--- src/exec_pkg.sv ---
// Functional notes
// - A word with top nibble 1011 is bit test skip if clear, carrying a 3-bit bit index, the access select bit and an 8-bit file address.
// - When the tested bit is zero the prefetched word is discarded and a no-operation runs in its place, taking two cycles with no flag change.
// - When the discarded word starts a two-word instruction, the skip takes three cycles with two full no-operation cycles.
// - File instructions use the access bank when the access bit is 0 and the bank select register when it is 1.
// - A word with top nibble 0111 toggles the chosen bit of the file register in one cycle, read in the second phase and written in the fourth.
// - Upper byte 1110 0100 is branch on overflow with a signed 8-bit offset, taken only when the overflow flag is set.
// - Upper byte 1110 0000 is branch on zero with a signed 8-bit offset, taken only when the zero flag is set, leaving all flags alone.
// - A taken branch loads the incremented program counter plus twice the offset in the fourth phase and adds one no-operation cycle; not taken costs one cycle.
// - The call is two words: 1110 110 with the shadow bit and target bits 7 to 0, then 1111 with target bits 19 to 8.
// - A call pushes the address after the two-word call and loads the 20-bit target into program counter bits 20 to 1.
// - With the shadow bit set a call copies working, status and bank select registers into their shadows, otherwise the shadows keep their value.
// - A call takes two cycles: decode and low byte, push in the third phase, high bits and counter write in the fourth, then a no-operation cycle.
// - Upper bits 0110 101 clear the addressed file register and set the zero flag in one cycle.
`default_nettype none
package exec_pkg;
    localparam int AXI_AW = 8;
    localparam int PC_W = 21;
    localparam int DADDR_W = 12;
    localparam logic [1:0] RESP_OKAY = 2'h0;
    localparam logic [1:0] RESP_SLVERR = 2'h2;
    localparam logic [AXI_AW-1:0] REG_CTRL = 8'h00;
    localparam logic [AXI_AW-1:0] REG_STATUS = 8'h04;
    localparam logic [AXI_AW-1:0] REG_WORK = 8'h08;
    localparam logic [AXI_AW-1:0] REG_BANK = 8'h0c;
    localparam logic [AXI_AW-1:0] REG_PC = 8'h10;
    localparam logic [AXI_AW-1:0] REG_SHADOW = 8'h14;
    localparam logic [AXI_AW-1:0] REG_IR = 8'h18;
    localparam int CTRL_RUN_BIT = 0;
    localparam int FLAG_ZERO = 2;
    localparam int FLAG_OVF = 3;
    localparam int CALL_SHADOW_BIT = 8;
    localparam int ACCESS_SEL_BIT = 8;
    localparam logic [3:0] OP_SKIP_CLEAR = 4'hb;
    localparam logic [3:0] OP_TOGGLE = 4'h7;
    localparam logic [7:0] OP_BR_OVF = 8'he4;
    localparam logic [7:0] OP_BR_ZERO = 8'he0;
    localparam logic [6:0] OP_CALL = 7'h76;
    localparam logic [6:0] OP_CLEAR = 7'h35;
    localparam logic [7:0] OP_GOTO = 8'hef;
    localparam logic [3:0] OP_MOVE_FF = 4'hc;
    localparam logic [7:0] ACCESS_SPLIT = 8'h80;
    localparam logic [3:0] ACCESS_LOW_BANK = 4'h0;
    localparam logic [3:0] ACCESS_HIGH_BANK = 4'hf;
    localparam logic [7:0] CLEAR_VALUE = 8'h00;
    localparam logic [PC_W-1:0] PC_STEP = 21'h0_0002;
    localparam logic [1:0] NOPS_NONE = 2'h0;
    localparam logic [1:0] NOPS_ONE = 2'h1;
    localparam logic [1:0] NOPS_TWO = 2'h2;
    typedef enum logic [1:0] {
        PH_DECODE,
        PH_READ,
        PH_PROCESS,
        PH_WRITE
    } phase_t;
endpackage
`default_nettype wire
--- src/axil_reg_port.sv ---
`timescale 1ns/1ns
`default_nettype none
module axil_reg_port #(
    parameter int AW = exec_pkg::AXI_AW
) (
    input wire logic aclk,
    input wire logic aresetn,
    input wire logic [AW-1:0] awaddr,
    input wire logic awvalid,
    output logic awready,
    input wire logic [31:0] wdata,
    input wire logic [3:0] wstrb,
    input wire logic wvalid,
    output logic wready,
    output logic [1:0] bresp,
    output logic bvalid,
    input wire logic bready,
    input wire logic [AW-1:0] araddr,
    input wire logic arvalid,
    output logic arready,
    output logic [31:0] rdata,
    output logic [1:0] rresp,
    output logic rvalid,
    input wire logic rready,
    output logic wr_en,
    output logic [AW-1:0] wr_addr,
    output logic [31:0] wr_data,
    output logic [3:0] wr_strb,
    input wire logic wr_hit,
    output logic [AW-1:0] rd_addr,
    input wire logic [31:0] rd_data,
    input wire logic rd_hit
);
    import exec_pkg::*;
    typedef struct packed {
        logic awready, wready, bvalid, arready, rvalid, wr_en;
        logic aw_full, w_full, rd_pend;
        logic [1:0] bresp, rresp;
        logic [AW-1:0] wr_addr, rd_addr;
        logic [31:0] wr_data, rdata;
        logic [3:0] wr_strb;
    } port_t;
    port_t s, next_s;

    // Address and data are held separately so either may come first.
    always_comb begin
        next_s = s;
        next_s.wr_en = 1'b0;
        if (awvalid && s.awready) begin
            next_s.aw_full = 1'b1;
            next_s.wr_addr = awaddr;
        end
        if (wvalid && s.wready) begin
            next_s.w_full = 1'b1;
            next_s.wr_data = wdata;
            next_s.wr_strb = wstrb;
        end
        if (s.aw_full && s.w_full && !s.bvalid) begin
            next_s.wr_en = 1'b1;
            next_s.aw_full = 1'b0;
            next_s.w_full = 1'b0;
            next_s.bvalid = 1'b1;
            next_s.bresp = wr_hit ? RESP_OKAY : RESP_SLVERR;
        end
        if (s.bvalid && bready) begin
            next_s.bvalid = 1'b0;
        end
        next_s.awready = !next_s.aw_full && !next_s.bvalid;
        next_s.wready = !next_s.w_full && !next_s.bvalid;
        if (arvalid && s.arready) begin
            next_s.rd_addr = araddr;
            next_s.rd_pend = 1'b1;
        end
        if (s.rd_pend) begin
            next_s.rd_pend = 1'b0;
            next_s.rvalid = 1'b1;
            next_s.rdata = rd_data;
            next_s.rresp = rd_hit ? RESP_OKAY : RESP_SLVERR;
        end
        if (s.rvalid && rready) begin
            next_s.rvalid = 1'b0;
        end
        next_s.arready = !next_s.rd_pend && !next_s.rvalid;
    end

    always_ff @(posedge aclk) begin
        if (!aresetn) begin
            s <= '0;
        end else begin
            s <= next_s;
        end
    end

    assign awready = s.awready;
    assign wready = s.wready;
    assign bresp = s.bresp;
    assign bvalid = s.bvalid;
    assign arready = s.arready;
    assign rdata = s.rdata;
    assign rresp = s.rresp;
    assign rvalid = s.rvalid;
    assign wr_en = s.wr_en;
    assign wr_addr = s.wr_addr;
    assign wr_data = s.wr_data;
    assign wr_strb = s.wr_strb;
    assign rd_addr = s.rd_addr;
endmodule // axil_reg_port
`default_nettype wire

--- src/bit_branch_exec.sv ---
// Decided for this implementation: the AXI4-Lite register port and the register addresses.
`timescale 1ns/1ns
`default_nettype none
module bit_branch_exec (
    input wire logic aclk,
    input wire logic aresetn,
    input wire logic [exec_pkg::AXI_AW-1:0] awaddr,
    input wire logic awvalid,
    output logic awready,
    input wire logic [31:0] wdata,
    input wire logic [3:0] wstrb,
    input wire logic wvalid,
    output logic wready,
    output logic [1:0] bresp,
    output logic bvalid,
    input wire logic bready,
    input wire logic [exec_pkg::AXI_AW-1:0] araddr,
    input wire logic arvalid,
    output logic arready,
    output logic [31:0] rdata,
    output logic [1:0] rresp,
    output logic rvalid,
    input wire logic rready,
    output logic [exec_pkg::PC_W-1:0] prog_addr,
    input wire logic [15:0] prog_data,
    output logic [exec_pkg::DADDR_W-1:0] data_addr,
    input wire logic [7:0] data_rd_data,
    output logic [7:0] data_wr_data,
    output logic data_we,
    output logic stack_push,
    output logic [exec_pkg::PC_W-1:0] stack_data,
    output logic [1:0] phase
);
    import exec_pkg::*;
    typedef struct packed {
        phase_t q;
        logic run;
        logic [15:0] ir;
        logic [1:0] nop_cnt;
        logic [PC_W-1:0] pc;
        logic [DADDR_W-1:0] daddr;
        logic [7:0] opnd;
        logic [7:0] wr_data;
        logic we;
        logic push;
        logic [PC_W-1:0] push_pc;
        logic [7:0] working_register, status, ws, ss;
        logic [3:0] bank_select_register, bs;
    } core_t;
    core_t s, next_s;

    logic wr_en, wr_hit, rd_hit;
    logic [AXI_AW-1:0] wr_addr, rd_addr;
    logic [31:0] wr_data, rd_data, wm;
    logic [3:0] wr_strb;
    logic act, is_skip, is_tog, is_bov, is_bz, is_call, is_clr, file_op;
    logic taken, bit_clear;
    logic [7:0] bmask;
    logic [DADDR_W-1:0] faddr;
    logic [PC_W-1:0] br_target, call_target;

    function automatic logic two_word(input logic [15:0] w);
        return w[15:9] == OP_CALL || w[15:8] == OP_GOTO ||
            w[15:12] == OP_MOVE_FF;
    endfunction

    axil_reg_port #(.AW(AXI_AW)) bus (
        .aclk(aclk),
        .aresetn(aresetn),
        .awaddr(awaddr),
        .awvalid(awvalid),
        .awready(awready),
        .wdata(wdata),
        .wstrb(wstrb),
        .wvalid(wvalid),
        .wready(wready),
        .bresp(bresp),
        .bvalid(bvalid),
        .bready(bready),
        .araddr(araddr),
        .arvalid(arvalid),
        .arready(arready),
        .rdata(rdata),
        .rresp(rresp),
        .rvalid(rvalid),
        .rready(rready),
        .wr_en(wr_en),
        .wr_addr(wr_addr),
        .wr_data(wr_data),
        .wr_strb(wr_strb),
        .wr_hit(wr_hit),
        .rd_addr(rd_addr),
        .rd_data(rd_data),
        .rd_hit(rd_hit)
    );

    // A lone 1111 word matches none of these and so runs as a no-operation.
    always_comb begin
        act = s.run && (s.nop_cnt == NOPS_NONE);
        is_skip = s.ir[15:12] == OP_SKIP_CLEAR;
        is_tog = s.ir[15:12] == OP_TOGGLE;
        is_bov = s.ir[15:8] == OP_BR_OVF;
        is_bz = s.ir[15:8] == OP_BR_ZERO;
        is_call = s.ir[15:9] == OP_CALL;
        is_clr = s.ir[15:9] == OP_CLEAR;
        file_op = is_skip || is_tog || is_clr;
        bmask = 8'h01 << s.ir[11:9];
        bit_clear = (s.opnd & bmask) == 8'h00;
        if (s.ir[ACCESS_SEL_BIT]) begin
            faddr = {s.bank_select_register, s.ir[7:0]};
        end else if (s.ir[7:0] < ACCESS_SPLIT) begin
            faddr = {ACCESS_LOW_BANK, s.ir[7:0]};
        end else begin
            faddr = {ACCESS_HIGH_BANK, s.ir[7:0]};
        end
        taken = (is_bov && s.status[FLAG_OVF]) ||
            (is_bz && s.status[FLAG_ZERO]);
        br_target = s.pc + {{(PC_W-9){s.ir[7]}}, s.ir[7:0], 1'b0};
        call_target = {prog_data[11:0], s.ir[7:0], 1'b0};
        wm = {{8{wr_strb[3]}}, {8{wr_strb[2]}}, {8{wr_strb[1]}},
            {8{wr_strb[0]}}};
    end

    always_comb begin
        next_s = s;
        next_s.we = 1'b0;
        next_s.push = 1'b0;
        if (wr_en) begin
            if (wr_addr == REG_CTRL) begin
                if (wm[CTRL_RUN_BIT]) begin
                    next_s.run = wr_data[CTRL_RUN_BIT];
                end
            end else if (wr_addr == REG_STATUS) begin
                next_s.status = (s.status & ~wm[7:0]) |
                    (wr_data[7:0] & wm[7:0]);
            end else if (wr_addr == REG_WORK) begin
                next_s.working_register = (s.working_register & ~wm[7:0]) | (wr_data[7:0] & wm[7:0]);
            end else if (wr_addr == REG_BANK) begin
                next_s.bank_select_register = (s.bank_select_register & ~wm[3:0]) | (wr_data[3:0] & wm[3:0]);
            end else if (wr_addr == REG_PC) begin
                next_s.pc = (s.pc & ~wm[PC_W-1:0]) |
                    (wr_data[PC_W-1:0] & wm[PC_W-1:0]);
                // Words sit on even addresses, so bit 0 always reads zero.
                next_s.pc[0] = 1'b0;
                // The word already fetched belongs to the old flow.
                next_s.nop_cnt = NOPS_ONE;
            end
        end
        // Hardware updates below override a software write in the same cycle.
        case (s.q)
            PH_DECODE: begin
                if (s.run) begin
                    next_s.q = PH_READ;
                end
                if (act && file_op) begin
                    next_s.daddr = faddr;
                end
            end
            PH_READ: begin
                if (s.run) begin
                    next_s.q = PH_PROCESS;
                end
                next_s.opnd = data_rd_data;
            end
            PH_PROCESS: begin
                if (s.run) begin
                    next_s.q = PH_WRITE;
                end
                if (act && is_call) begin
                    next_s.push = 1'b1;
                    next_s.push_pc = s.pc + PC_STEP;
                end
            end
            PH_WRITE: begin
                if (s.run) begin
                    next_s.q = PH_DECODE;
                    next_s.ir = prog_data;
                    next_s.pc = s.pc + PC_STEP;
                    next_s.nop_cnt = (s.nop_cnt != NOPS_NONE) ?
                        s.nop_cnt - NOPS_ONE : NOPS_NONE;
                end
                if (act) begin
                    if (is_skip && bit_clear) begin
                        next_s.nop_cnt = two_word(prog_data) ?
                            NOPS_TWO : NOPS_ONE;
                    end
                    if (is_tog) begin
                        next_s.wr_data = s.opnd ^ bmask;
                        next_s.we = 1'b1;
                    end
                    if (is_clr) begin
                        next_s.wr_data = CLEAR_VALUE;
                        next_s.we = 1'b1;
                        next_s.status[FLAG_ZERO] = 1'b1;
                    end
                    if (taken) begin
                        next_s.pc = br_target;
                        next_s.nop_cnt = NOPS_ONE;
                    end
                    if (is_call) begin
                        next_s.pc = call_target;
                        next_s.nop_cnt = NOPS_ONE;
                        if (s.ir[CALL_SHADOW_BIT]) begin
                            next_s.ws = s.working_register;
                            next_s.ss = s.status;
                            next_s.bs = s.bank_select_register;
                        end
                    end
                end
            end
            default: begin
                next_s.q = PH_DECODE;
            end
        endcase
    end

    always_ff @(posedge aclk) begin
        if (!aresetn) begin
            s <= '0;
        end else begin
            s <= next_s;
        end
    end

    always_comb begin
        rd_data = 32'h0000_0000;
        rd_hit = 1'b1;
        if (rd_addr == REG_CTRL) begin
            rd_data[CTRL_RUN_BIT] = s.run;
        end else if (rd_addr == REG_STATUS) begin
            rd_data[7:0] = s.status;
        end else if (rd_addr == REG_WORK) begin
            rd_data[7:0] = s.working_register;
        end else if (rd_addr == REG_BANK) begin
            rd_data[3:0] = s.bank_select_register;
        end else if (rd_addr == REG_PC) begin
            rd_data[PC_W-1:0] = s.pc;
        end else if (rd_addr == REG_SHADOW) begin
            rd_data[19:0] = {s.bs, s.ss, s.ws};
        end else if (rd_addr == REG_IR) begin
            rd_data[19:0] = {s.nop_cnt, s.q, s.ir};
        end else begin
            rd_hit = 1'b0;
        end
        wr_hit = wr_addr == REG_CTRL || wr_addr == REG_STATUS ||
            wr_addr == REG_WORK || wr_addr == REG_BANK || wr_addr == REG_PC;
    end

    assign prog_addr = s.pc;
    assign data_addr = s.daddr;
    assign data_wr_data = s.wr_data;
    assign data_we = s.we;
    assign stack_push = s.push;
    assign stack_data = s.push_pc;
    assign phase = s.q;

    a_skip_discard: assert property (
        @(posedge aclk) disable iff (!aresetn)
        s.q == PH_WRITE && act && is_skip && bit_clear |=>
        s.nop_cnt != NOPS_NONE && !data_we && s.status == $past(s.status))
        else $error("skip did not squash the next word");

    a_skip_two_word: assert property (
        @(posedge aclk) disable iff (!aresetn)
        s.q == PH_WRITE && act && is_skip && bit_clear &&
        two_word(prog_data) |=> s.nop_cnt == 2'h2)
        else $error("skip over two-word instruction lacks two nops");

    a_access_bank: assert property (
        @(posedge aclk) disable iff (!aresetn)
        s.q == PH_DECODE && act && file_op |=>
        s.daddr[11:8] == ($past(s.ir[8]) ? $past(s.bank_select_register) :
        ($past(s.ir[7]) ? 4'hf : 4'h0)) && s.daddr[7:0] == $past(s.ir[7:0]))
        else $error("file address bank wrong");

    a_toggle_write: assert property (
        @(posedge aclk) disable iff (!aresetn)
        s.q == PH_WRITE && act && is_tog |=> data_we &&
        (data_wr_data ^ $past(s.opnd)) == (8'h01 << $past(s.ir[11:9]))
        ##1 !data_we)
        else $error("toggle wrote wrong value");

    a_bov_taken: assert property (
        @(posedge aclk) disable iff (!aresetn)
        s.q == PH_WRITE && act && is_bov |=>
        s.pc == ($past(s.status[3]) ? $past(br_target) :
        $past(s.pc) + 21'h0_0002))
        else $error("overflow branch target wrong");

    a_bz_flags: assert property (
        @(posedge aclk) disable iff (!aresetn)
        s.q == PH_WRITE && act && is_bz &&
        !(wr_en && wr_addr == REG_STATUS) |=> s.status == $past(s.status))
        else $error("zero branch changed flags");

    a_not_taken: assert property (
        @(posedge aclk) disable iff (!aresetn)
        s.q == PH_WRITE && act && is_bz && !s.status[2] |=>
        s.nop_cnt == 2'h0 && s.pc == $past(s.pc) + 21'h0_0002)
        else $error("untaken branch cost a cycle");

    a_call_target: assert property (
        @(posedge aclk) disable iff (!aresetn)
        s.q == PH_WRITE && act && is_call |=> s.nop_cnt == 2'h1 &&
        s.pc == {$past(prog_data[11:0]), $past(s.ir[7:0]), 1'b0})
        else $error("call target wrong");

    a_call_push: assert property (
        @(posedge aclk) disable iff (!aresetn)
        s.q == PH_PROCESS && act && is_call |=> stack_push &&
        stack_data == $past(s.pc) + 21'h0_0002 ##1 !stack_push)
        else $error("call push wrong");

    a_call_shadow: assert property (
        @(posedge aclk) disable iff (!aresetn)
        s.q == PH_WRITE && act && is_call |=>
        ($past(s.ir[8]) ? s.ws == $past(s.working_register) && s.bs == $past(s.bank_select_register) &&
        s.ss == $past(s.status) :
        s.ws == $past(s.ws) && s.ss == $past(s.ss) && s.bs == $past(s.bs)))
        else $error("shadow update wrong");

    a_clear_zero: assert property (
        @(posedge aclk) disable iff (!aresetn)
        s.q == PH_WRITE && act && is_clr |=>
        data_we && data_wr_data == 8'h00 && s.status[2])
        else $error("clear did not write zero and set zero flag");
endmodule // bit_branch_exec
`default_nettype wire

--- config.mk ---
export PLATFORM = sky130hd
export DESIGN_NAME = bit_branch_exec
export DESIGN_NICKNAME = d
export VERILOG_FILES = /design/src/exec_pkg.sv /design/src/axil_reg_port.sv /design/src/bit_branch_exec.sv
export SDC_FILE = /design/constraint.sdc
export NUM_CORES = 1
export LEC_CHECK = 0
export BUFFER_PORTS_ARGS = -buffer_cell sky130_fd_sc_hd__buf_2
export CAP_MARGIN = 20
export CORE_MARGIN = 1.5
export CORE_UTILIZATION = 57
export CTS_CLUSTER_DIAMETER = 200
export DETAILED_ROUTE_END_ITERATION = 6
export PLACE_DENSITY_LB_ADDON = 0.3
export RECOVER_POWER = 50
export SYNTH_ARGS = -nofsm -noshare
export SYNTH_HDL_FRONTEND = slang
export SYNTH_SLANG_ARGS = --single-unit
--- constraint.sdc ---
create_clock -name aclk -period 3.5 [get_ports aclk]
set_clock_uncertainty 0.2 [all_clocks]
set_input_delay 0.525 -clock aclk [delete_from_list [all_inputs] [get_ports aclk]]
set_output_delay 0.525 -clock aclk [all_outputs]
set_load 0.05 [all_outputs]
Word level (Yosys, flattened, before mapping):

Cells that the tools add are included.
W data, S select, Z words.

* bits in registers: 207
* input port bits: 83
* output and inout bits: 107
* word-level logic and storage cells: 194

* add/sub/neg operators: 3
* order comparisons: 1
* equality and inequality tests: 26
* shift-type cells: 1
* mux-type cells: 60
* bitwise logic cells: 19
* reductions and logical operators: 50

Operator list (number)
* $mux W23: 11
* $mux W20: 4
* $and A21 B21 Y21: 2
* $and A8 B8 Y8: 4
* $eq A8 B4 Y1 const B: 4
* $eq A8 B5 Y1 const B: 4
* $mux W13: 2
* $eq A8 B8 Y1 const B: 3
* $logic_not A8 Y1: 3
* $mux W12: 2
* $mux W22: 1
* $add A21 B2 Y21 const B: 1
* $add A21 B21 Y21: 1
* $not A21 Y21: 1
* $or A21 B21 Y21: 1
* $mux W1: 20
* $mux W2: 9
* $mux W9: 2
* $mux W17: 1
* $eq A8 B3 Y1 const B: 2
* $logic_and A1 B1 Y1: 16
* $mux W8: 2
* $or A8 B8 Y8: 2
* $eq A7 B7 Y1 const B: 2
* other kinds (26): 60

Logic depth before layout (Yosys ltp):

Gate-level depths: netlist (run 1).

* word-level depth: 15
* mapped depth: 9
* gate-level depth less buffers: 8

Modules after synthesis:

From an unflattened synthesis (run 1), not the netlist that was laid out.

* cells, all modules: 1516
* area total of the unflattened synthesis: 12921.1 um2

By module, submodules not included
* bit_branch_exec: times used 1, cells each 1054, area an instance 8249.2 um2, sequential area each 2662.6 um2
* axil_reg_port: times used 1, cells each 462, area an instance 4672.0 um2, sequential area each 1901.8 um2

Worst setup path before layout (run 1):

Ideal clock, no wire load.

* kind: reg2reg
* start point: register s (netlist bit prog_addr[1])
* end point: register s (netlist bit prog_addr[17])
* data arrival time: 2.307 ns
* data required time: 3.221 ns
* setup slack: 0.914 ns
* stages on the path, launching flop included: 9
* clock period less this slack: 2.586 ns
* path through: dfxtp_1 > ha_1 > fa_1 > a211oi_1 > o21a_1 > a21o_1 > a211oi_1 > or4_1 > o211ai_1

* word-level cells in the longest chain between the ends: 6
* elaborated cells on any way between the ends: 7

RTL lines
* from (decl): RTL line bit_branch_exec.sv:50 `core_t s, next_s;`
* from (signal assigned): RTL line bit_branch_exec.sv:221 `s <= next_s;`
* $add A21 B2 Y21: RTL line bit_branch_exec.sv:178 `next_s.pc = s.pc + PC_STEP;`
* $mux W23: RTL line bit_branch_exec.sv:175 `if (s.run) begin`
* $mux W23: RTL line bit_branch_exec.sv:196 `if (taken) begin`
* $mux W23: RTL line bit_branch_exec.sv:200 `if (is_call) begin`
* $mux W23 (*): RTL line bit_branch_exec.sv:182 `if (act) begin`
* $mux W23 (*): RTL line bit_branch_exec.sv:150 `case (s.q)`

Every way passes the cells marked *; elsewhere a longest branch is shown, timed or not.
A chain may end at the register's enable or synchronous reset.

Final worst setup path (run 1):

* start point: register s (netlist bit phase[0])
* end point: register s[112] (netlist bit)

* word-level cells in the longest chain between the ends: 2

RTL lines (RTL line)
* $eq A2 B2 Y1: bit_branch_exec.sv:150
* $mux W23: bit_branch_exec.sv:150

No other way between the ends.

==> results of run 1 <==
-- flip-flops by register name (all words and copies together), names as in the netlist, 2 cells and up, named ones only --
register and count:
data_wr_data 8, phase 2, bus.s 3, bus.wr_data 21, s 40, bus.rd_addr 8
prog_addr 21, call_target 8, stack_data 21, data_addr 12, bus.wr_strb 3, bus.wr_addr 8
bus.rdata 21
-- stage by stage --
| stage | total power, W | area, µm² | setup slack [ps] | std cells | hold WS [ps] |
|---|---|---|---|---|---|
| global placement | 0.00272 | 11400 | 579 | 1668 | 235 |
| finish | 0.00522 | 12100 | 305 | 1706 | 47.5 |
| floorplan | 0.00264 | 11200 | 914 | 1400 | 222 |
| detailed placement | 0.00273 | 11400 | 543 | 1668 | 242 |
| global route | 0.00534 | 12100 | 154 | 1706 | 48.8 |
| CTS | 0.00523 | 12200 | 507 | 1706 | 41.3 |
-- worst paths after layout --
path / cells after the start / endpoint / start / slack, ps
max: 6 / s[112] / phase[0] / 310
min: 3 / bus.wr_data[3] / wdata[3] / 50
max reg2reg: 6 / s[112] / phase[0] / 310
min reg2reg: 2 / bus.rd_addr[6] / bus.rd_addr[6] / 250
-- critical path, stage by stage, from the launching register on --
cell      delay, ps
dfxtp_1         430
ha_1            550
clkbuf_1        530
nand2_1         630
nand2_1         280
o21ai_0         140
o31a_1          310
-- synth_stat cells, drive strengths merged, types with 5 or more instances --
cell type / number
nor3: 18
nor4: 10
nor3b: 6
clkbuf: 68
and3: 13
xnor2: 10
mux2i: 66
a211oi: 29
ha: 32
dfxtp: 205
and2: 13
buf: 116
o21ai: 44
o21a: 9
nand2b: 8
or3: 5
o22ai: 5
nand3: 49
o2111ai: 6
inv: 14
mux2: 5
a31oi: 7
nand2: 244
a21oi: 161
nand3b: 5
nand4: 14
or4: 5
nor2b: 11
xor2: 14
a22oi: 13
a211o: 5
a221oi: 11
o211ai: 10
nor2: 104
o31a: 5
-- metal layers --
metal,part of all wire,GRT usage,wire length [µm],vias to the layer above
met4,0.040,0.130,1300,0
met3,0.11,0.0614,3650,97
met2,0.42,0.463,13800,614
met1,0.42,0.438,13800,4733
met5,0,0,0,-
li1,-,-,-,4860
-- cell type report --
| type | instances | share of cell area |
|---|---|---|
| Sequential cell | 205 | 0.339 |
| Inverter | 15 | 0.00485 |
| Timing Repair Buffer | 192 | 0.0755 |
| Tap cell | 260 | 0.0269 |
| Clock inverter | 9 | 0.0133 |
| Clock buffer | 29 | 0.0526 |
| Multi-Input combinational cell | 996 | 0.488 |
-- cells by family (layout without fill, tap and decap cells) --
group / count (synthesis) / after routing / share of synthesized area
adders and majority gates: 33 / 33 / 0.0378
AOI/OAI and AO/OA: 333 / 333 / 0.186
DFF: 205 / 205 / 0.369
buffers and inverters: 199 / 245 / 0.103
xor gates and xnor gates: 24 / 24 / 0.0189
other: 1 / 13 / 0.000337
muxes: 72 / 72 / 0.0665
and+or+nand+nor: 521 / 521 / 0.218
-- power by group through the flow --
stage	combinational (W)	clock [W]	sequential (W)
3_3_place_gp	0.000274	0	0.00245
5_1_grt	0.000298	0.00264	0.00240
3_5_place_dp	0.000276	0	0.00245
6_report	0.000276	0.00255	0.00240
4_1_cts	0.000278	0.00255	0.00240
2_1_floorplan	0.000192	0	0.00245
==> out/results.txt, run 1 <==
relative slew slack: -0.120
DRC: 0
Fmax: 0.313 GHz
Vias/cell: 6.04
Hold Crit Class: primary input to register
leak pwr: 4.57 nW
result of the run: complete, but fails checks
core area: 18900 µm²
Clock Tree Buf Depth: 3
Sum Neg Setup Slack: 0 ps
Net count, final: 1548
Port Buffers: 164
layout cells sized above 1: 0.114
clock share of power: 0.487
Cells after Synth: 1388
switching share of power: 0.231
vias: 10300
largest net degree at the start of global routing: 143
P_int: 0.00402 W
Post-DP HPWL: 23000 µm
First-pass DRT Iterations: 6
post-synthesis cell type count: 74
die footprint: 20300 µm²
commonest non-fill, non-tap cells in the layout: 244 x nand2_1, 205 x dfxtp_1, 161 x a21oi_1
Post-synth EDFFs: 0
final hold vios: 0
synth top area cells: dfxtp_1 37%, nand2_1 8.2%, a21oi_1 7.2%, buf_4 6.8%, mux2i_1 5.9%
maximum vdd drop: 0.317 mV
flops & latches, synth: 205
Max Slew Vio Count: 203
Top-Level Pins: 190
Synth Cell Area: 11100 µm²
hold buffer count at CTS: 0
failing checks: max-capacitance violations, max-slew violations
Die Ht: 143 µm
initial antenna violation count: 0
starting DRC count in detailed routing: 1021
clock tree sinks: 205
PostCTS Resize Cnt: 0
Routed wire per std cell: 19.0 µm
most used flip-flop cell after synthesis: dfxtp_1
Std-Cell Rows: 50
NetSw: 0.00121 W
RSZ-0062 raised after global routing: false
worst-skew pair later-pin latency: 520 ps
Period minus WS final: 3190 ps
Worst-Margin Slew: 1680 ps
Routed Antenna Nets: 0
multi-input combinational cell area: 5910 µm²
Synth top area share: 0.369
Flop pwr share: 0.460
Post-CTS Setup Bufs: 0
Inserted Diodes: 0
dominant cell type by area after synthesis: dfxtp_1
power per standard cell area: 431 nW/µm²
Layout fillers: 1707
logic gate share of total power: 0.053
Inserted Clock Buffers: 22
Clock Root Buffer: clkbuf_16
post-synthesis sequential area ratio: 0.369
clk slew on worst S/H paths: 60 ps
Setup Viol. Count Final: 0
GP Congestion: 0.965
CTS tree: done
H-tree depth: 1
worst path required time: 3700 ps
crit path kind: register to register
final wirelength: 32500 µm
total track usage: 0.311
area growth from synthesis to layout: 8.99%
FFs w/ async S/R, synth: 0
Avg Inst Size Synth: 8.01 µm²
reported max-cap violation count: 3
first-pass GRT wire length: 49600 µm
most common cell after layout, fill and taps aside: nand2_1
Layout Utilization: 0.641
vias in the first global route: 9156
CP Data Arrival Time: 3400 ps
crit path capture type: register
remaining global-route overflow: 0
final worst-path cycle share: 0.913
CP max FO: 21
yosys warns: 0
register area: 4100 µm²
initial core utilization: 0.588
CP Launch Type: register
chip width: 143 µm
No activity file was read; power rests on OpenSTA's default activity.
==> inputs of run 2 (changes only) <==
--- a/config.mk
+++ b/config.mk
@@ -8,7 +8,7 @@
 export BUFFER_PORTS_ARGS = -buffer_cell sky130_fd_sc_hd__buf_2
 export CAP_MARGIN = 20
 export CORE_MARGIN = 1.5
-export CORE_UTILIZATION = 57
+export CORE_UTILIZATION = 60
 export CTS_CLUSTER_DIAMETER = 200
 export DETAILED_ROUTE_END_ITERATION = 6
 export PLACE_DENSITY_LB_ADDON = 0.3
==> constraint.sdc (replaced) <==
create_clock -name aclk -period 4.1 [get_ports aclk]
set_clock_uncertainty 0.2 [all_clocks]
set_input_delay 0.615 -clock aclk [delete_from_list [all_inputs] [get_ports aclk]]
set_output_delay 0.615 -clock aclk [all_outputs]
set_load 0.05 [all_outputs]
==> run 2 against run 1 <==
  * Final area fell by 1.0%
  * Sequential cell count did not move
  * Largest cell class unchanged
  * Sequential power fell by 15%
  * Clock power fell by 17%
  * The flow finishes with violations (design-rule violations)
  * Die area fell by 4.9%
  * Final cell count fell by 2.4%
  * Non-clock buffer count fell by 11
  * Utilization rose by 2.2 points
  * Register-to-register slack improved by 620 ps
  * First-iteration DRC count rose by 3.4%
  * Critical path depth did not move
==> out/results.txt, run 2 (synthesis results as in run 1) <==
Most common cell on crit path: nand3_1
Max Slew Vio Count: 0
reported max-cap violation count: 0
CP Data Arrival Time: 3560 ps
final hold vios: 0
commonest non-fill, non-tap cells in the layout: 244 x nand2_1, 205 x dfxtp_1, 161 x a21oi_1
PostCTS Resize Cnt: 0
Worst-Margin Slew: 1470 ps
Setup Viol. Count Final: 0
DRC: 16
failing checks: design-rule violations
remaining global-route overflow: 0
initial antenna violation count: 0
Inserted Clock Buffers: 22
Top-Level Pins: 190
Clock Root Buffer: clkbuf_16
First-pass DRT Iterations: 7
layout cells sized above 1: 0.109
crit path cell chain: clkbuf_1 > clkinvlp_2 > a211oi_1 > nand3_1 > or4_1 > nand3_1
Std-Cell Rows: 49
multi-input combinational cell area: 5910 µm²
Layout Utilization: 0.663
GP Congestion: 0.947
Worst Hold Depth: 3
Clock Tree Buf Depth: 3
Post-CTS Setup Bufs: 0
maximum vdd drop: 0.319 mV
Fmax: 0.301 GHz
area growth from synthesis to layout: 7.88%
CP max stage delay: 1050 ps
core area: 18100 µm²
Sum Neg Setup Slack: 0 ps
clk slew on worst S/H paths: 60 ps
worst path required time: 4350 ps
RSZ-0062 raised after global routing: false
Period minus WS final: 3320 ps
R2R depth: 6
Routed Antenna Nets: 0
final worst-path cycle share: 0.809
largest net degree at the start of global routing: 101
hold buffer count at CTS: 0
CP Launch Type: primary input
final wirelength: 32200 µm
Routed wire per std cell: 19.3 µm
Post-DP HPWL: 22600 µm
crit path capture type: register
Hold Crit Class: primary input to register
clock tree sinks: 205
max reg flops: 40
Inserted Diodes: 0
worst-skew pair later-pin latency: 520 ps
Vias/cell: 6.19
Port Buffers: 164
Layout fillers: 1562
CP max FO: 21
Biggest register: s
leak pwr: 4.52 nW
result of the run: complete, but fails checks
H-tree depth: 1
chip width: 139 µm
total track usage: 0.321
most common cell after layout, fill and taps aside: nand2_1
vias: 10300
die footprint: 19300 µm²
starting DRC count in detailed routing: 1056
register area: 4100 µm²
relative slew slack: 0.0187
crit path kind: primary input to register
CTS tree: done
vias in the first global route: 9301
initial core utilization: 0.615
Crit-path slowest cell: clkbuf_1
power per standard cell area: 368 nW/µm²
Net count, final: 1537
Die Ht: 139 µm
first-pass GRT wire length: 50100 µm
[run 2: per-stage QoR]
stage | power, W | hold WS [ps] | instances | setup WS, ps | instance area [µm²]
2_1_floorplan | 0.00225 | 222 | 1400 | 1510 | 11200
3_3_place_gp | 0.00232 | 236 | 1626 | 1160 | 11300
3_5_place_dp | 0.00233 | 243 | 1626 | 1130 | 11300
4_1_cts | 0.00441 | 138 | 1665 | 1080 | 12100
5_1_grt | 0.00451 | 143 | 1665 | 763 | 12000
6_report | 0.00441 | 142 | 1665 | 781 | 12000
[run 2: critical path: cells and delay by family]
| kind | cells | cell delay [ps] |
|---|---|---|
| and+or+nand+nor | 3 | 630 |
| buffers and inverters | 2 | 1840 |
| AOI/OAI and AO/OA | 1 | 480 |
[run 2: layout make-up]
type | count | share of cell area
Clock inverter | 5 | 0.00929
Timing Repair Buffer | 181 | 0.0715
Inverter | 15 | 0.00480
Multi-Input combinational cell | 996 | 0.493
Sequential cell | 205 | 0.342
Tap cell | 229 | 0.0239
Clock buffer | 34 | 0.0555
[run 2: worst paths after layout]
kind	startpoint	endpoint	slack, ps
worst min register to register	stack_data[8]	stack_data[8]	250
worst max-delay path	aresetn	prog_addr[18]	780
worst min-delay path	wdata[4]	bus.wr_data[4]	140
worst max register to register	s[130]	prog_addr[17]	930
[run 2: layer usage]
layer	GRT usage	up-vias	share of wire
met5	0	-	0
met1	0.450	4748	0.43
li1	-	4847	-
met3	0.0708	114	0.11
met4	0.140	0	0.044
met2	0.474	597	0.42
[run 2: power breakdown]
part	internal, W	leakage (nW)	switching, W
combinational	0.0000687	2.49	0.000166
sequential	0.00202	1.66	0.0000347
clock	0.00130	0.381	0.000816
total	0.00339	4.52	0.00102
==> inputs of run 3 (changes only) <==
--- a/config.mk
+++ b/config.mk
@@ -5,10 +5,11 @@
 export SDC_FILE = /design/constraint.sdc
 export NUM_CORES = 1
 export LEC_CHECK = 0
+export ABC_AREA = 1
 export BUFFER_PORTS_ARGS = -buffer_cell sky130_fd_sc_hd__buf_2
 export CAP_MARGIN = 20
 export CORE_MARGIN = 1.5
-export CORE_UTILIZATION = 60
+export CORE_UTILIZATION = 52
 export CTS_CLUSTER_DIAMETER = 200
 export DETAILED_ROUTE_END_ITERATION = 6
 export PLACE_DENSITY_LB_ADDON = 0.3
==> constraint.sdc (replaced) <==
create_clock -name aclk -period 3 [get_ports aclk]
set_clock_uncertainty 0.2 [all_clocks]
set_input_delay 0.45 -clock aclk [delete_from_list [all_inputs] [get_ports aclk]]
set_output_delay 0.45 -clock aclk [all_outputs]
set_load 0.05 [all_outputs]
==> run 3 against run 2 <==
  * The run ends with negative hold slack left
  * Synthesized cell count is 21% higher
  * Non-clock buffer count increased by 24
  * Sequential share of layout area down 2.0 points
  * Critical path type is now register to register
  * Largest power group unchanged
  * Final area increased by 6.2%
  * Highest routed layer unchanged
==> out/results.txt, run 3 <==
Inserted Clock Buffers: 23
Crit-path slowest cell: dfxtp_1
vias in the first global route: 9928
Clock Tree Buf Depth: 3
crit path capture type: register
Layout Utilization: 0.587
First-pass DRT Iterations: 7
Sum Neg Setup Slack: 0 ps
final wirelength: 35600 µm
Std-Cell Rows: 54
post-synthesis sequential area ratio: 0.359
worst path required time: 3220 ps
CP max stage delay: 680 ps
Post-synth EDFFs: 0
most common cell after layout, fill and taps aside: nand2_1
FFs w/ async S/R, synth: 0
Die Ht: 151 µm
WHS: -0.425 ps
most numerous cell in the Yosys netlist: nand2_1
dominant cell type by area after synthesis: dfxtp_1
Post-synth top cells: 358 x nand2_1, 227 x nor2_1, 205 x dfxtp_1
max reg flops: 40
Inserted Diodes: 0
Post-DP HPWL: 26300 µm
total track usage: 0.306
Hold Crit Class: primary input to register
final worst-path cycle share: 0.882
clk slew on worst S/H paths: 60 ps
CP Data Arrival Time: 2870 ps
Vias/cell: 5.59
yosys warns: 0
Clock Root Buffer: clkbuf_16
leak pwr: 5.49 nW
Max Slew Vio Count: 0
reported max-cap violation count: 0
H-tree depth: 1
initial antenna violation count: 0
Worst-Margin Slew: 1210 ps
largest net degree at the start of global routing: 129
Net count, final: 1876
crit path kind: register to register
Avg Inst Size Synth: 6.81 µm²
multi-input combinational cell area: 5760 µm²
initial core utilization: 0.527
PostCTS Resize Cnt: 0
final hold vios: 2
remaining global-route overflow: 0
Port Buffers: 164
post-synthesis cell type count: 49
core area: 21700 µm²
Top-Level Pins: 190
Design Power: 0.00636 W
DRC: 0
flops & latches, synth: 205
die footprint: 22900 µm²
register area: 4100 µm²
result of the run: complete, but fails checks
clock tree sinks: 205
commonest non-fill, non-tap cells in the layout: 359 x nand2_1, 227 x nor2_1, 205 x dfxtp_1
Period minus WS final: 2650 ps
Routed Antenna Nets: 0
GP Congestion: 0.976
Most common cell on crit path: nand2_1
first-pass GRT wire length: 54000 µm
RSZ-0062 raised after global routing: false
layout cells sized above 1: 0.100
Cells after Synth: 1681
power per standard cell area: 499 nW/µm²
most used flip-flop cell after synthesis: dfxtp_1
relative slew slack: 0.192
maximum vdd drop: 0.374 mV
vias: 11500
Routed wire per std cell: 17.3 µm
Fmax: 0.378 GHz
worst-skew pair later-pin latency: 520 ps
Layout fillers: 2131
Setup Viol. Count Final: 0
crit path cell chain: nand2_1 > nor2_1 > nand2_1 > nor2_1 > xor2_1 > nand2_1 > nand2_1 > nand2_1 > a21oi_1
starting DRC count in detailed routing: 1268
failing checks: negative hold slack
area growth from synthesis to layout: 11.3%
chip width: 151 µm
Synth top area share: 0.359
synth top area cells: dfxtp_1 36%, nand2_1 12%, nor2_1 7.4%, o21ai_0 7.0%, buf_4 6.9%
Biggest register: s
CP Launch Type: register
CP max FO: 8
Synth Cell Area: 11400 µm²
CTS tree: done
[run 3: cell count changes after synthesis, sizes merged, moves of 25 or more]
cell,before,now
inv,14,154
clkbuf,68,43
o21ai,44,170
mux2i,66,0
nand2,244,360
nand3,49,75
nor2,104,237
[run 3: worst max-delay path, delay by kind of cell, from the launching register on]
| kind | cells | cell delay (ps) |
|---|---|---|
| simple gates | 7 | 1130 |
| flops | 1 | 680 |
| xor+xnor | 1 | 400 |
| compound gates | 1 | 140 |
[run 3: path summary, 6_finish.rpt]
path | start | endpoint | slack (ps) | cells past startpoint
setup reg to reg | prog_addr[2] | prog_addr[10] | 350 | 9
setup / recovery | prog_addr[2] | prog_addr[10] | 350 | 9
hold / removal | wdata[14] | bus.wr_data[14] | -0.4 | 3
hold reg to reg | data_addr[2] | data_addr[2] | 250 | 2
[run 3: through the flow]
stage               hold WS [ps]  setup slack [ps]  cell area, µm²  std cells
finish                    -0.425               354           12700       2057
global route                22.7               300           12700       2057
CTS                        0.925               537           12800       2057
detailed placement           233               559           11800       1994
global placement             231               585           11800       1994
floorplan                    224               844           11500       1693
[run 3: per-layer routing]
metal | global-route usage | wire, µm | up-vias
met3 | 0.0512 | 4030 | 85
li1 | - | - | 5551
met2 | 0.447 | 14500 | 647
met4 | 0.112 | 1270 | 0
met5 | 0 | 0 | -
met1 | 0.447 | 15800 | 5222
[run 3: area by class of cell]
class,instances,area share
Inverter,158,0.0468
Timing Repair Buffer,205,0.0858
Tap cell,280,0.0275
Sequential cell,205,0.322
Clock inverter,12,0.0142
Multi-Input combinational cell,1167,0.452
Clock buffer,30,0.0512
[run 3: cells by family (layout without fill, tap and decap cells)]
group | Yosys count | after routing | synth area share
and+or+nand+nor | 726 | 726 | 0.267
AOI/OAI and AO/OA | 377 | 377 | 0.181
buffers and inverters | 321 | 405 | 0.142
DFF | 205 | 205 | 0.359
adders and majority gates | 33 | 33 | 0.0367
xor gates and xnor gates | 18 | 18 | 0.0138
other | 1 | 13 | 0.000328
[run 3: report_power, final]
part,internal (W),switching (W)
Sequential,0.00278,0.0000496
Clock,0.00189,0.00121
Combinational,0.000129,0.000304
Total,0.00479,0.00156
[run 3: what timing repair did]
action	in CTS	in global routing
endpoints found under the hold margin	21	0
hold buffers	21	0
setup buffers	0	0
